<file path="src/hw/stw_pkg.sv">
`default_nettype none
package stw_pkg;

  // Operating mode field encodings
  localparam logic [2:0] MODE_OFF = 3'h0;
  localparam logic [2:0] MODE_SYNC = 3'h1;
  localparam logic [2:0] MODE_ASYNC7 = 3'h4;
  localparam logic [2:0] MODE_ASYNC8 = 3'h5;
  localparam logic [2:0] MODE_ASYNC9 = 3'h6;

  // Character lengths of the asynchronous modes
  localparam logic [3:0] CHAR_LEN7 = 4'h7;
  localparam logic [3:0] CHAR_LEN8 = 4'h8;
  localparam logic [3:0] CHAR_LEN9 = 4'h9;

  // Divider limits and detection timing, in count-source cycles
  localparam logic [7:0] DIV_MIN = 8'h03;
  localparam logic [3:0] COND_MIN_CYC = 4'h6;
  localparam logic [7:0] DIV_RESET = 8'h03;

  typedef struct packed {
    logic start_req;
    logic restart_req;
    logic stop_req;
    logic gen_sel;
    logic scl_release;
  } stw_master_ctl_t;

  typedef struct packed {
    logic ack_data;
    logic ack_ctl;
    logic ninth_hold;
  } stw_slave_ctl_t;

  typedef struct packed {
    logic two_wire;
    logic clk_phase;
    logic [2:0] data_delay;
  } stw_cfg_t;

endpackage : stw_pkg
`default_nettype wire

</file>
<file path="src/hw/stw_buf2.sv">
`timescale 1ns/1ns
`default_nettype none
// Two-entry buffer with valid/ready on both sides
module stw_buf2 #(
  parameter int WIDTH = 9
) (
  // Clock and reset
  input wire logic clk_sys_i,
  input wire logic arst_n_i,
  // Fill side
  input wire logic in_valid_i,
  output logic in_ready_o,
  input wire logic [WIDTH-1:0] in_data_i,
  // Drain side
  output logic out_valid_o,
  input wire logic out_ready_i,
  output logic [WIDTH-1:0] out_data_o
);
  logic [WIDTH-1:0] mem_r [2];
  logic wp_r;
  logic rp_r;
  logic [1:0] cnt_r;
  wire push = in_valid_i && in_ready_o;
  wire pop = out_valid_o && out_ready_i;

  assign in_ready_o = (cnt_r != 2'h2);
  assign out_valid_o = (cnt_r != 2'h0);

  always_ff @(posedge clk_sys_i or negedge arst_n_i) begin
    if (!arst_n_i) begin
      wp_r <= 1'b0;
      rp_r <= 1'b0;
      cnt_r <= 2'h0;
      mem_r[0] <= '0;
      mem_r[1] <= '0;
    end else begin
      if (push) begin
        mem_r[wp_r] <= in_data_i;
        wp_r <= ~wp_r;
      end
      if (pop) begin
        rp_r <= ~rp_r;
      end
      cnt_r <= cnt_r + {1'b0, push} - {1'b0, pop};
    end
  end

  // Data out of a register: the head entry is itself a flop
  assign out_data_o = mem_r[rp_r];
endmodule : stw_buf2
`default_nettype wire

</file>
<file path="src/hw/stw_core.sv">
`timescale 1ns/1ns
`default_nettype none
module stw_core #(
  parameter int DIV_W = 8
) (
  // Clock and reset
  input wire logic clk_sys_i,
  input wire logic arst_n_i,
  // Channel control
  input wire logic [2:0] operating_mode_field_i,
  input wire logic transmit_enable_bit_i,
  input wire logic receive_enable_bit_i,
  input wire logic [DIV_W-1:0] baud_divider_i,
  input wire stw_pkg::stw_cfg_t cfg_i,
  input wire stw_pkg::stw_master_ctl_t master_ctl_i,
  input wire stw_pkg::stw_slave_ctl_t slave_ctl_i,
  // Transmit buffer write port
  input wire logic tx_valid_i,
  output logic tx_ready_o,
  input wire logic [8:0] tx_data_i,
  // Status
  output logic channel_on_o,
  output logic [3:0] char_len_o,
  output logic transmit_buffer_empty_flag_o,
  output logic transmit_shifter_empty_o,
  output logic slave_tx_start_o,
  output logic slave_rx_start_o,
  output logic cond_irq_o,
  output logic bus_condition_flag_o,
  output logic req_done_o,
  // Two-wire pins
  input wire logic serial_clock_line_i,
  output logic serial_clock_line_o,
  output logic serial_clock_line_oe_o,
  input wire logic serial_data_line_i,
  output logic serial_data_line_o,
  output logic serial_data_line_oe_o
);

  ////////////////////////////////////////////////////////////////////////////
  // Mode decode
  typedef enum logic [1:0] {STW_OFF, STW_SYNC, STW_ASYNC} stw_mode_t;
  stw_mode_t mode_w;
  assign mode_w = (operating_mode_field_i == stw_pkg::MODE_SYNC) ? STW_SYNC :
      (operating_mode_field_i == stw_pkg::MODE_ASYNC7 ||
       operating_mode_field_i == stw_pkg::MODE_ASYNC8 ||
       operating_mode_field_i == stw_pkg::MODE_ASYNC9) ? STW_ASYNC :
      STW_OFF;
  wire chan_on = (mode_w != STW_OFF);
  assign channel_on_o = chan_on;
  assign char_len_o =
      (operating_mode_field_i == stw_pkg::MODE_ASYNC7) ? stw_pkg::CHAR_LEN7 :
      (operating_mode_field_i == stw_pkg::MODE_ASYNC8) ? stw_pkg::CHAR_LEN8 :
      (operating_mode_field_i == stw_pkg::MODE_ASYNC9) ? stw_pkg::CHAR_LEN9 :
      4'h0;
  // Two-wire logic runs in any live channel, sync or async, once two-wire is selected
  wire iic_on = chan_on && cfg_i.two_wire;
  // Mode-four bits are ignored unless two-wire is selected
  wire gen_sel = iic_on && master_ctl_i.gen_sel;

  ////////////////////////////////////////////////////////////////////////////
  // Pin sampling: three flops, change accepted when 2nd and 3rd agree
  logic [2:0] scl_s_r;
  logic [2:0] sda_s_r;
  logic scl_f_r;
  logic sda_f_r;
  always_ff @(posedge clk_sys_i or negedge arst_n_i) begin
    if (!arst_n_i) begin
      scl_s_r <= 3'h7;
      sda_s_r <= 3'h7;
      scl_f_r <= 1'b1;
      sda_f_r <= 1'b1;
    end else begin
      scl_s_r <= {scl_s_r[1:0], serial_clock_line_i};
      sda_s_r <= {sda_s_r[1:0], serial_data_line_i};
      if (scl_s_r[1] == scl_s_r[2]) scl_f_r <= scl_s_r[2];
      if (sda_s_r[1] == sda_s_r[2]) sda_f_r <= sda_s_r[2];
    end
  end

  ////////////////////////////////////////////////////////////////////////////
  // Condition detection with six-cycle setup qualification (SCL high, SDA steady before the edge)
  logic [3:0] hi_cnt_r;
  logic sda_prev_r;
  logic det_start_r;
  logic det_stop_r;
  wire hi_ok = (hi_cnt_r >= stw_pkg::COND_MIN_CYC);
  wire sda_fall = sda_prev_r && !sda_f_r;
  wire sda_rise = !sda_prev_r && sda_f_r;
  always_ff @(posedge clk_sys_i or negedge arst_n_i) begin
    if (!arst_n_i) begin
      hi_cnt_r <= 4'h0;
      sda_prev_r <= 1'b1;
      det_start_r <= 1'b0;
      det_stop_r <= 1'b0;
    end else begin
      sda_prev_r <= sda_f_r;
      // Count SCL-high cycles with SDA steady; an SDA edge restarts it
      if (!scl_f_r || sda_fall || sda_rise) hi_cnt_r <= 4'h0;
      else if (!hi_ok) hi_cnt_r <= hi_cnt_r + 4'h1;
      det_start_r <= iic_on && scl_f_r && sda_fall && hi_ok;
      det_stop_r <= iic_on && scl_f_r && sda_rise && hi_ok;
    end
  end

  ////////////////////////////////////////////////////////////////////////////
  // SCL divider: half period of (divider + 1) source cycles
  logic [DIV_W-1:0] div_cnt_r;
  logic half_tick_r;
  // Values under 03h would outrun the three-cycle SCL sampling
  wire [DIV_W-1:0] div_eff = (baud_divider_i < stw_pkg::DIV_MIN[DIV_W-1:0])
      ? stw_pkg::DIV_MIN[DIV_W-1:0] : baud_divider_i;
  always_ff @(posedge clk_sys_i or negedge arst_n_i) begin
    if (!arst_n_i) begin
      div_cnt_r <= '0;
      half_tick_r <= 1'b0;
    end else if (div_cnt_r >= div_eff) begin
      div_cnt_r <= '0;
      half_tick_r <= 1'b1;
    end else begin
      div_cnt_r <= div_cnt_r + 1'b1;
      half_tick_r <= 1'b0;
    end
  end

  ////////////////////////////////////////////////////////////////////////////
  // Condition generator
  typedef enum logic [2:0] {
    GEN_IDLE, GEN_ST_HOLD, GEN_ST_DONE, GEN_RS_SETUP, GEN_SP_LOW,
    GEN_SP_HOLD, GEN_SP_DONE
  } stw_gen_st_t;
  stw_gen_st_t gen_r;
  stw_gen_st_t gen_nxt;
  logic scl_drv_r;
  logic sda_drv_r;
  logic scl_nxt;
  logic sda_nxt;
  logic done_nxt;
  logic done_r;
  logic busy_r;

  always_comb begin
    gen_nxt = gen_r;
    scl_nxt = scl_drv_r;
    sda_nxt = sda_drv_r;
    done_nxt = 1'b0;
    case (gen_r)
      GEN_IDLE: begin
        if (gen_sel && half_tick_r) begin
          if (master_ctl_i.start_req) begin
            sda_nxt = 1'b0;
            gen_nxt = GEN_ST_HOLD;
          end else if (master_ctl_i.restart_req) begin
            sda_nxt = 1'b1;
            scl_nxt = 1'b1;
            gen_nxt = GEN_RS_SETUP;
          end else if (master_ctl_i.stop_req) begin
            sda_nxt = 1'b0;
            scl_nxt = 1'b0;
            gen_nxt = GEN_SP_LOW;
          end
        end
      end
      GEN_RS_SETUP: begin
        if (half_tick_r) begin
          sda_nxt = 1'b0;
          gen_nxt = GEN_ST_HOLD;
        end
      end
      GEN_ST_HOLD: begin
        // SDA low for one half period, then the first SCL fall
        if (half_tick_r) begin
          scl_nxt = 1'b0;
          gen_nxt = GEN_ST_DONE;
        end
      end
      GEN_ST_DONE: begin
        done_nxt = 1'b1;
        gen_nxt = GEN_IDLE;
      end
      GEN_SP_LOW: begin
        if (half_tick_r) begin
          scl_nxt = 1'b1;
          gen_nxt = GEN_SP_HOLD;
        end
      end
      GEN_SP_HOLD: begin
        // SCL high for one half period before SDA goes high
        if (half_tick_r) begin
          sda_nxt = 1'b1;
          gen_nxt = GEN_SP_DONE;
        end
      end
      GEN_SP_DONE: begin
        done_nxt = 1'b1;
        gen_nxt = GEN_IDLE;
      end
      default: begin
        gen_nxt = GEN_IDLE;
      end
    endcase
    // Leaving two-wire mode drops any condition in flight
    if (!iic_on) begin
      gen_nxt = GEN_IDLE;
      scl_nxt = 1'b1;
      sda_nxt = 1'b1;
      done_nxt = 1'b0;
    end
  end

  always_ff @(posedge clk_sys_i or negedge arst_n_i) begin
    if (!arst_n_i) begin
      gen_r <= GEN_IDLE;
      scl_drv_r <= 1'b1;
      sda_drv_r <= 1'b1;
      done_r <= 1'b0;
      busy_r <= 1'b0;
    end else begin
      gen_r <= gen_nxt;
      scl_drv_r <= scl_nxt;
      sda_drv_r <= sda_nxt;
      done_r <= done_nxt;
      // Busy from start completion to stop completion or detection
      if (done_nxt && gen_r == GEN_ST_DONE) busy_r <= 1'b1;
      else if (done_nxt || det_stop_r) busy_r <= 1'b0;
      else if (det_start_r) busy_r <= 1'b1;
    end
  end
  assign req_done_o = done_r;

  ////////////////////////////////////////////////////////////////////////////
  // SDA digital delay line
  logic [7:0] sda_dly_r;
  // The count is fixed at the tap, so a delay of n stays n (n+1 with sampling)
  wire sda_tap = (cfg_i.data_delay == 3'h0) ? sda_drv_r
      : sda_dly_r[cfg_i.data_delay - 3'h1];
  always_ff @(posedge clk_sys_i or negedge arst_n_i) begin
    if (!arst_n_i) sda_dly_r <= 8'hFF;
    else sda_dly_r <= {sda_dly_r[6:0], sda_drv_r};
  end

  ////////////////////////////////////////////////////////////////////////////
  // Pins: open drain, driven only when pulling low, in generator mode or for the SCL ninth-bit hold
  logic scl_oe_r;
  logic sda_oe_r;
  logic scl_hold_r;
  always_ff @(posedge clk_sys_i or negedge arst_n_i) begin
    if (!arst_n_i) begin
      scl_oe_r <= 1'b0;
      sda_oe_r <= 1'b0;
      scl_hold_r <= 1'b0;
    end else begin
      // Ninth-bit hold keeps SCL low in slave use while clk_phase is set
      scl_hold_r <= iic_on && !master_ctl_i.gen_sel &&
          slave_ctl_i.ninth_hold && cfg_i.clk_phase;
      // Release on stop detection when asked
      if (master_ctl_i.scl_release && det_stop_r) scl_oe_r <= 1'b0;
      else scl_oe_r <= (gen_sel && !scl_drv_r) || scl_hold_r;
      sda_oe_r <= gen_sel && !sda_tap;
    end
  end
  assign serial_clock_line_o = 1'b0;
  assign serial_data_line_o = 1'b0;
  assign serial_clock_line_oe_o = scl_oe_r;
  assign serial_data_line_oe_o = sda_oe_r;

  ////////////////////////////////////////////////////////////////////////////
  // Interrupt: detection when unselected, completion when selected
  logic irq_r;
  logic bbs_r;
  always_ff @(posedge clk_sys_i or negedge arst_n_i) begin
    if (!arst_n_i) begin
      irq_r <= 1'b0;
      bbs_r <= 1'b0;
    end else begin
      irq_r <= gen_sel ? done_r : (det_start_r || det_stop_r);
      if (gen_sel ? done_r : det_start_r || det_stop_r)
        bbs_r <= gen_sel ? busy_r : det_start_r;
    end
  end
  assign cond_irq_o = irq_r;
  assign bus_condition_flag_o = bbs_r;

  ////////////////////////////////////////////////////////////////////////////
  // Transmit buffer and slave start qualification
  logic buf_valid;
  logic [8:0] buf_data;
  logic shift_empty_r;
  logic [8:0] shift_r;
  logic tx_go_r;
  logic rx_go_r;
  wire tx_ready_q = transmit_enable_bit_i && buf_valid;
  wire rx_ready_q = receive_enable_bit_i && tx_ready_q;
  wire slave_act = iic_on && !master_ctl_i.gen_sel;
  wire load = slave_act && tx_ready_q && shift_empty_r;

  stw_buf2 #(.WIDTH(9)) u_txbuf (
    .clk_sys_i(clk_sys_i),
    .arst_n_i(arst_n_i),
    .in_valid_i(tx_valid_i),
    .in_ready_o(tx_ready_o),
    .in_data_i(tx_data_i),
    .out_valid_o(buf_valid),
    .out_ready_i(load),
    .out_data_o(buf_data)
  );

  always_ff @(posedge clk_sys_i or negedge arst_n_i) begin
    if (!arst_n_i) begin
      shift_empty_r <= 1'b1;
      shift_r <= 9'h000;
      tx_go_r <= 1'b0;
      rx_go_r <= 1'b0;
    end else begin
      // Disabling the channel or transmit only marks the shifter empty; buffer and shifter data stay
      if (!chan_on || !transmit_enable_bit_i) begin
        shift_empty_r <= 1'b1;
      end else if (load) begin
        shift_r <= buf_data;
        shift_empty_r <= 1'b0;
      end else if (det_stop_r) begin
        shift_empty_r <= 1'b1;
      end
      tx_go_r <= load;
      rx_go_r <= load && rx_ready_q;
    end
  end
  assign transmit_buffer_empty_flag_o = !buf_valid;
  assign transmit_shifter_empty_o = shift_empty_r;
  assign slave_tx_start_o = tx_go_r;
  assign slave_rx_start_o = rx_go_r;
endmodule : stw_core
`default_nettype wire

</file>
<file path="config.mk">
export PLATFORM = sky130hd
export DESIGN_NAME = stw_core
export DESIGN_NICKNAME = d
export VERILOG_FILES = /design/src/hw/stw_pkg.sv /design/src/hw/stw_buf2.sv /design/src/hw/stw_core.sv
export SDC_FILE = /design/constraint.sdc
export NUM_CORES = 1
export LEC_CHECK = 0
export ABC_AREA = 1
export BUFFER_PORTS_ARGS = -buffer_cell sky130_fd_sc_hd__buf_2
export CAP_MARGIN = 20
export CORE_ASPECT_RATIO = 0.5
export CORE_MARGIN = 1.5
export CORE_UTILIZATION = 57
export DETAILED_ROUTE_END_ITERATION = 7
export PLACE_DENSITY_LB_ADDON = 0.1
export SLEW_MARGIN = 30
export SYNTH_ARGS = -nofsm -noshare
export SYNTH_HDL_FRONTEND = slang
export SYNTH_HIERARCHICAL = 1
export SYNTH_SLANG_ARGS = --single-unit
</file>
<file path="constraint.sdc">
create_clock -name clk_sys_i -period 2.46 [get_ports clk_sys_i]
set_clock_uncertainty 0.15 [all_clocks]
set_input_delay 0.492 -clock clk_sys_i [delete_from_list [all_inputs] [get_ports clk_sys_i]]
set_output_delay 0.492 -clock clk_sys_i [all_outputs]
set_load 0.05 [all_outputs]
</file>
==> results of run 1 <==
cells in the final DEF, fill, tap and decap left out, types with 2 or more instances in the layout:
cell type	n
conb_1	2
dfstp_2	20
xnor2_1	2
nor4_1	2
nand3_2	2
a21oi_1	9
nor2_1	41
buf_4	2
buf_2	43
ha_1	15
nand2_2	3
a211oi_1	3
nand4_1	8
inv_1	47
xor2_1	7
nand2_1	53
o211ai_1	2
o21ai_2	2
nor2_2	2
nor3_1	4
clkbuf_8	6
inv_2	3
o21ai_0	9
dfrtp_1	29
o31ai_1	2
nand3_1	23
maj3_1	2
worst max-delay path by stage:
stage	slack, ps	depth (start not counted)	start	end
after floorplan	160	4	operating_mode_field_i[0]	char_len_o[2]
after global placement	220	11	baud_divider_i[5]	div_cnt_r[7]$_DFF_PN0_
after detailed placement	120	11	baud_divider_i[5]	div_cnt_r[6]$_DFF_PN0_
after CTS	420	11	baud_divider_i[5]	div_cnt_r[4]$_DFF_PN0_
after global routing	200	11	baud_divider_i[5]	div_cnt_r[3]$_DFF_PN0_
final	440	11	baud_divider_i[5]	div_cnt_r[4]$_DFF_PN0_
power by group:
part | internal, W | switching [W] | total [W]
logic | 0.000250 | 0.000436 | 0.000686
registers | 0.00100 | 0.000132 | 0.00113
clock network | 0.000290 | 0.000253 | 0.000543
flip-flops by register name, indices dropped and copies added, names as in the netlist, 2 cells and up:
register	count
div_cnt_r	8
sda_dly_r	8
hi_cnt_r	4
gen_r	3
scl_s_r	3
sda_s_r	3
u_txbuf/cnt_r	2
area by class of cell:
class | count | share of cell area (%)
clock buffer | 7 | 3.65
clock inverter | 1 | 0.255
inverter | 50 | 6.37
multi-input combinational | 197 | 37.0
sequential | 49 | 42.5
tap | 57 | 2.42
timing repair buffer | 45 | 7.82
metal layers:
| metal | vias up | track usage, % | share of wire [%] |
|---|---|---|---|
| met3 | 9 | 5.01 | 6.5 |
| met5 | - | 0 | 0 |
| li1 | 1046 | - | - |
| met1 | 956 | 25.2 | 47 |
| met4 | 0 | 4.93 | 0.87 |
| met2 | 68 | 34.9 | 46 |
metrics by stage:
stage	worst slack, ps	utilization (%)
after global routing	195	67.2
after global placement	215	64.6
final	442	67.2
after detailed placement	116	64.6
after CTS	423	67.2
after floorplan	155	-
==> metrics.txt, run 1 <==
multi-input logic area ~1100 sq um; cell area after layout slightly below 3000 sq um; fill cell count ~370; reg2reg path depth 14; post-route antenna net violation count 0; Site Rows 17; Power per Cell Area 802 nW/um^2; Max stage delay on crit path roughly 300 ps; Final period util 82.0%; total number of vias 2079; Worst-path clk slew ~90 ps; register area approximately 1300 sq um; Min Clock Period, post-route between 2000 and 2500 ps; family with the most delay on the worst path simple AND/OR/NAND/NOR gates; crit path buf inv count 2; DPL Wire Length 3480 um; WS Path Type input pin to flop; die area between 4000 and 5000 sq um; placed cells 398; Crit path top cell by count nor2_1; share of cells above drive strength 1 about a quarter; maximum buffer depth of the clock tree 2; vias in the first global route around 2000; Post-DP Area 2830 sq um; PostCTS Resize Cnt 0; total global-route track usage between 10% and 20%; Ys Warns 6; nets@finish 403; clk root buf clkbuf_8; unrepaired setup endpoints after global routing no; die width ~98 um; TritonRoute pass-1 iters 4; Avg Inst Size Synth between 8 and 9 sq um; status finished clean; Post-CTS Setup Repair Bufs 0; crit-path cells buf_2, inv_1, nand4_1, a211oi_1, nor2_1, ha_1, a21oi_1, o21ai_0, nand2_1, nand3_1, nor2_1; I/O pin count 57; post-layout instance count excluding filler cells approximately 410; Final setup viols 0; CTS H-tree depth 2; Critical Path Fanout Max 9; Core Footprint roughly 4400 sq um; r2r setup slk approximately 530 ps; GPL Wtd Cong slightly below 0.9; Arr. time, crit path around 2100 ps; Slew @ Worst Pin 589 ps; Worst setup SP type input pin; worst r2r src u_txbuf/cnt_r[1]$_DFF_PN0_; Crit-path slowest cell ha_1; Skew-Pair Late Insertion Delay ~290 ps; Num CTS Buffers 5; P&R area growth vs syn 13.6%; Slew HR 60.7%; final setup TNS 0 ps; cell count after synthesis around 300; CP Data Required Time approximately 2500 ps; Die Y between 50 and 60 um; antenna diode count 0; largest net degree at the start of global routing 50; routed wire length roughly 4500 um; Worst VDD drop around 0.38 mV; initial antenna violation count 0; drt via density 5.12; Wirelength per Cell around 11 um; Initial Utilization 59.2%; first-pass GRT wire length 7970 um; DRC viols 0; grt total ovfl 0; port bufs 43; min-delay worst type input pin to async pin; Pleak 1.61 nW; Fin. Hold Viols 0; Crit Reg-Reg Endpoint u_txbuf/cnt_r[1]$_DFF_PN0_; DRT iter0 DRCs about 100; Final Max Tran Viols 0; synthesized area around 2600 sq um; Critical Path End Type flop; MaxCap Viol Count 0; CTS tree built; CTS Hold Bufs 0; CTS sink count 49; hold slack about 130 ps; Fmax achieved slightly below 500 MHz; total power about 0.0024 W
(Power assumes the default switching activity.)
==> run 2, diff against run 1 <==
Settings changed: ABC_AREA 1 to 0, CORE_UTILIZATION 57 to 52.
Clock period 2.46 ns to 1.75 ns, I/O delays scaled along.
==> metrics.txt, run 2 <==
synthesized area between 2000 and 3000 sq um; DPL Wire Length between 3000 and 4000 um; Worst-path clk slew ~100 ps; clk root buf clkbuf_8; total number of vias between 1500 and 2000; Core Footprint about 4600 sq um; Setup WS post-layout -137 ps; GRT Max-Usage Layer met2; antenna diode count 0; grt total ovfl 0; Avg Inst Size Synth around 11 sq um; DRC viols 0; CTS sink count a little under 50; Wirelength per Cell ~14 um; cell count after synthesis 233; die area between 5000 and 6000 sq um; routed wire length 5020 um; crit-path cells or2_4, nand3_2, nor3_2, and2_1, ha_1, inv_2, ha_4, xnor2_2, xnor2_1; Final Max Tran Viols 0; I/O pin count 57; CP Data Required Time roughly 1800 ps; min-delay worst type input pin to flop; initial antenna violation count 0; Critical Path Fanout Max 3; MaxCap Viol Count 0; vias in the first global route 1926; failing checks setup timing; unrepaired setup endpoints after global routing yes; Global Route met3 Usage under 10%; most frequent cells in the layout buf_2, dfrtp_1, buf_4, dfstp_2, nor2_1; Num CTS Buffers 5; Pleak 1.52 nW; Site Rows 17; Setup WS pre-CTS -328 ps; Skew-Pair Late Insertion Delay about 300 ps; share of cells above drive strength 1 just over 40%; Final period util 108%; drt via density approximately 5.3; WS Path Type flop to flop; hold slack around 51 ps; Power per Cell Area 1070 nW/um^2; Critical Path End Type flop; Top Registers div_cnt_r x8, sda_dly_r x8, hi_cnt_r x4; Min Clock Period, post-route roughly 1900 ps; Ys Warns 6; TritonRoute pass-1 iters 5; status finished with violations; Fmax achieved approximately 530 MHz; CTS H-tree depth 2; DRT iter0 DRCs 40; Final setup viols 1; routing usage on met1 between 20% and 30%; placed cells approximately 350; maximum buffer depth of the clock tree 2; Fin. Hold Viols 0; GPL Wtd Cong just over 0.8; P&R area growth vs syn 28.5%; Worst VDD drop approximately 0.74 mV; nets@finish 356; met2 Track Usage GR a little under two fifths; port bufs 43; Initial Utilization around 56%; first-pass GRT wire length just over 8000 um; largest net degree at the start of global routing 50; final setup TNS -137 ps; most common cell after layout, fill and taps aside buf_2; die width approximately 100 um; total global-route track usage 20.1%; post-route antenna net violation count 0; Die Y between 50 and 60 um; Arr. time, crit path slightly below 2000 ps; post-layout instance count excluding filler cells 368; Max stage delay on crit path 390 ps; Crit-path slowest cell dfrtp_1; Worst setup SP type flop; CTS tree built
-- run 2: changes by cell type in the layout (fill, tap and decap cells not counted), moves of 6 or more --
cell | previous run | this run
buf_4 | 2 | 20
nor2_1 | 41 | 16
nand2_1 | 53 | 8
nand2b_1 | 0 | 6
inv_1 | 47 | 15
nand3_1 | 23 | 14
nand4_1 | 8 | 0
-- run 2: path summary, 6_finish.rpt --
path,from,endpoint,slack (ps),depth (start not counted)
worst max-delay path,u_txbuf/cnt_r[1]$_DFF_PN0_,u_txbuf/cnt_r[1]$_DFF_PN0_,-140,9
worst min-delay path,master_ctl_i[0],serial_clock_line_oe_o$_DFF_PN0_,50,2
worst max register to register,u_txbuf/cnt_r[1]$_DFF_PN0_,u_txbuf/cnt_r[1]$_DFF_PN0_,-140,9
worst min register to register,sda_s_r[0]$_DFF_PN1_,sda_s_r[1]$_DFF_PN1_,210,0
max in group asynchronous,arst_n_i,scl_s_r[2]$_DFF_PN1_,760,3
min in group asynchronous,arst_n_i,slave_rx_start_o$_DFF_PN0_,400,3
-- run 2: power by group --
part / switching, W / leakage, nW / internal, W
Clock: 0.000394 / 0.0452 / 0.000292
Sequential: 0.000132 / 0.593 / 0.00128
Combinational: 0.000752 / 0.886 / 0.000645
-- run 2: critical path, delay by kind of cell, from the launching register on --
family | cells | cell delay (ps)
adder cells (fa/ha/maj) | 2 | 430
buffers and inverters | 1 | 40
flip-flops | 1 | 390
XOR/XNOR | 2 | 250
AND/OR/NAND/NOR | 4 | 510
-- run 2: per-layer routing --
metal,share of wire [%],up-vias
met2,52,45
met3,4.4,4
met5,0,-
met4,0.42,0
met1,44,947
li1,-,957
-- run 2: repair_timing --
action	CTS	global route
hold buffers	3	0
pin swaps	3	11
cloned	0	1
buffers inserted	1	2
setup endpoints to repair	5	17
gates resized for setup	9	23
endpoints found under the hold margin	31	0
-- run 2: per-stage QoR --
step,power (W),cell area [sq um],util [%]
6_report,0.00350,3280,72.1
5_1_grt,0.00372,3280,72.1
4_1_cts,0.00319,3150,69.3
3_5_place_dp,0.00241,2990,65.6
3_3_place_gp,0.00235,2990,65.6
2_1_floorplan,0.00209,2580,-
-- run 2: final cells by class --
| type | count | area, sq um |
|---|---|---|
| fill | 350 | 1270 |
| sequential | 49 | 1250 |
| clock buffer | 5 | 68.8 |
| multi-input combinational | 161 | 1340 |
| timing repair buffer | 68 | 454 |
| clock inverter | 3 | 25.0 |
| inverter | 16 | 60.1 |
| tap | 66 | 82.6 |
==> run 3, diff against run 2 <==
Settings changed: GPL_TIMING_DRIVEN from default to 1, PLACE_DENSITY from default to 0.73, PLACE_DENSITY_LB_ADDON 0.1 to default.
==> metrics.txt, run 3 (synthesis gave the netlist of run 2 again) <==
port bufs 43; most common cell after layout, fill and taps aside buf_2; post-route antenna net violation count 0; CP Data Required Time 1790 ps; Critical Path Fanout Max 3; Die Y around 53 um; Initial Utilization 56.1%; Worst setup SP type flop; TritonRoute pass-1 iters 4; Final Max Tran Viols 0; fill cell count roughly 360; DRT iter0 DRCs 44; Setup WS post-layout -139 ps; grt total ovfl 0; die width ~100 um; total power around 0.0034 W; Min Clock Period, post-route between 1500 and 2000 ps; MaxCap Viol Count 0; Worst VDD drop roughly 0.8 mV; DPL Wire Length between 3000 and 4000 um; status finished with violations; Final period util 108%; Critical Path End Type flop; GPL Wtd Cong 0.809; total global-route track usage between 10% and 20%; fin util roughly 72%; Fin. Hold Viols 0; nets@finish 360; placed cells between 300 and 400; failing checks setup timing; clk root buf clkbuf_8; Num CTS Buffers 5; min-delay worst type input pin to flop; first-pass GRT wire length ~8000 um; vias in the first global route 1834; Pleak 1.53 nW; I/O pin count 57; drt via density about 5.2; Fmax achieved 529 MHz; Arr. time, crit path roughly 1900 ps; total number of vias 1946; largest net degree at the start of global routing 50; Wirelength per Cell 13.5 um; Site Rows 17; Core Footprint approximately 4600 sq um; antenna diode count 0; DRC viols 0; CTS H-tree depth 2; share of cells above drive strength 1 around two fifths; WS Path Type flop to flop; CTS sink count 49; maximum buffer depth of the clock tree 2; initial antenna violation count 0; Power per Cell Area between 1000 and 1500 nW/um^2; CTS tree built; Top Registers div_cnt_r x8, sda_dly_r x8, hi_cnt_r x4; Worst-path clk slew 100 ps; die area between 5000 and 6000 sq um; Skew-Pair Late Insertion Delay about 300 ps; routed wire length ~5000 um; Final setup viols 1; post-layout instance count excluding filler cells roughly 370; most frequent cells in the layout buf_2, dfrtp_1, buf_4, dfstp_2, inv_1; unrepaired setup endpoints after global routing yes; P&R area growth vs syn 28.2%; hold slack 68.2 ps
==> run 3: critical path: stages (launching register included) <==
cell and delay (ps):
dfrtp_1 400, or2_4 260, nand3_2 60, nor3_2 40
and2_1 140, ha_1 280, inv_2 50, ha_4 150
xnor2_2 130, xnor2_1 120
==> run 3: stage by stage <==
step	setup WS, ps	instance area [sq um]	TNS (ps)
after floorplan	-385	2580	-1060
after global placement	-210	3030	-2060
after detailed placement	-307	3030	-2640
after CTS	-153	3180	-153
after global routing	-202	3270	-226
final	-139	3270	-139
==> run 3: repair_timing <==
action | 4_1_cts | 5_1_grt
gates cloned | 0 | 1
pin swaps | 4 | 5
setup endpoints to repair | 4 | 12
setup buffers | 0 | 0
gates resized for setup | 6 | 16
hold buffers | 3 | 0
endpoints found under the hold margin | 31 | 0
==> run 3: layout make-up <==
class,instances,area (sq um),area share [%]
inverters,16,60.1,1.83
multi-input cells,161,1320,40.4
clock inverters,3,26.3,0.803
clock buffers,5,68.8,2.10
repair buffers,72,462,14.1
well taps,66,82.6,2.52
flip-flops and latches,49,1250,38.2
==> run 3: per-layer routing <==
layer	GRT usage, %	share of wire [%]
met5	0	0
met4	6.16	1.6
met3	4.00	3.6
met2	34.3	49
met1	25.2	46
==> run 3: power by group <==
| group | switching (W) | internal (W) |
|---|---|---|
| Clock | 0.000381 | 0.000291 |
| Combinational | 0.000727 | 0.000588 |
| Sequential | 0.000119 | 0.00128 |
| Total | 0.00123 | 0.00216 |
==> run 3: path summary, 6_finish.rpt <==
path / from / end / slack [ps] / cells after the start
hold reg to reg: sda_s_r[0]$_DFF_PN1_ / sda_s_r[1]$_DFF_PN1_ / 210 / 0
min in group asynchronous: arst_n_i / serial_clock_line_oe_o$_DFF_PN0_ / 400 / 3
max in group asynchronous: arst_n_i / sda_dly_r[6]$_DFF_PN1_ / 760 / 3
hold / removal: master_ctl_i[0] / serial_clock_line_oe_o$_DFF_PN0_ / 70 / 2
setup reg to reg: u_txbuf/cnt_r[1]$_DFF_PN0_ / u_txbuf/cnt_r[1]$_DFF_PN0_ / -140 / 9
setup / recovery: u_txbuf/cnt_r[1]$_DFF_PN0_ / u_txbuf/cnt_r[1]$_DFF_PN0_ / -140 / 9
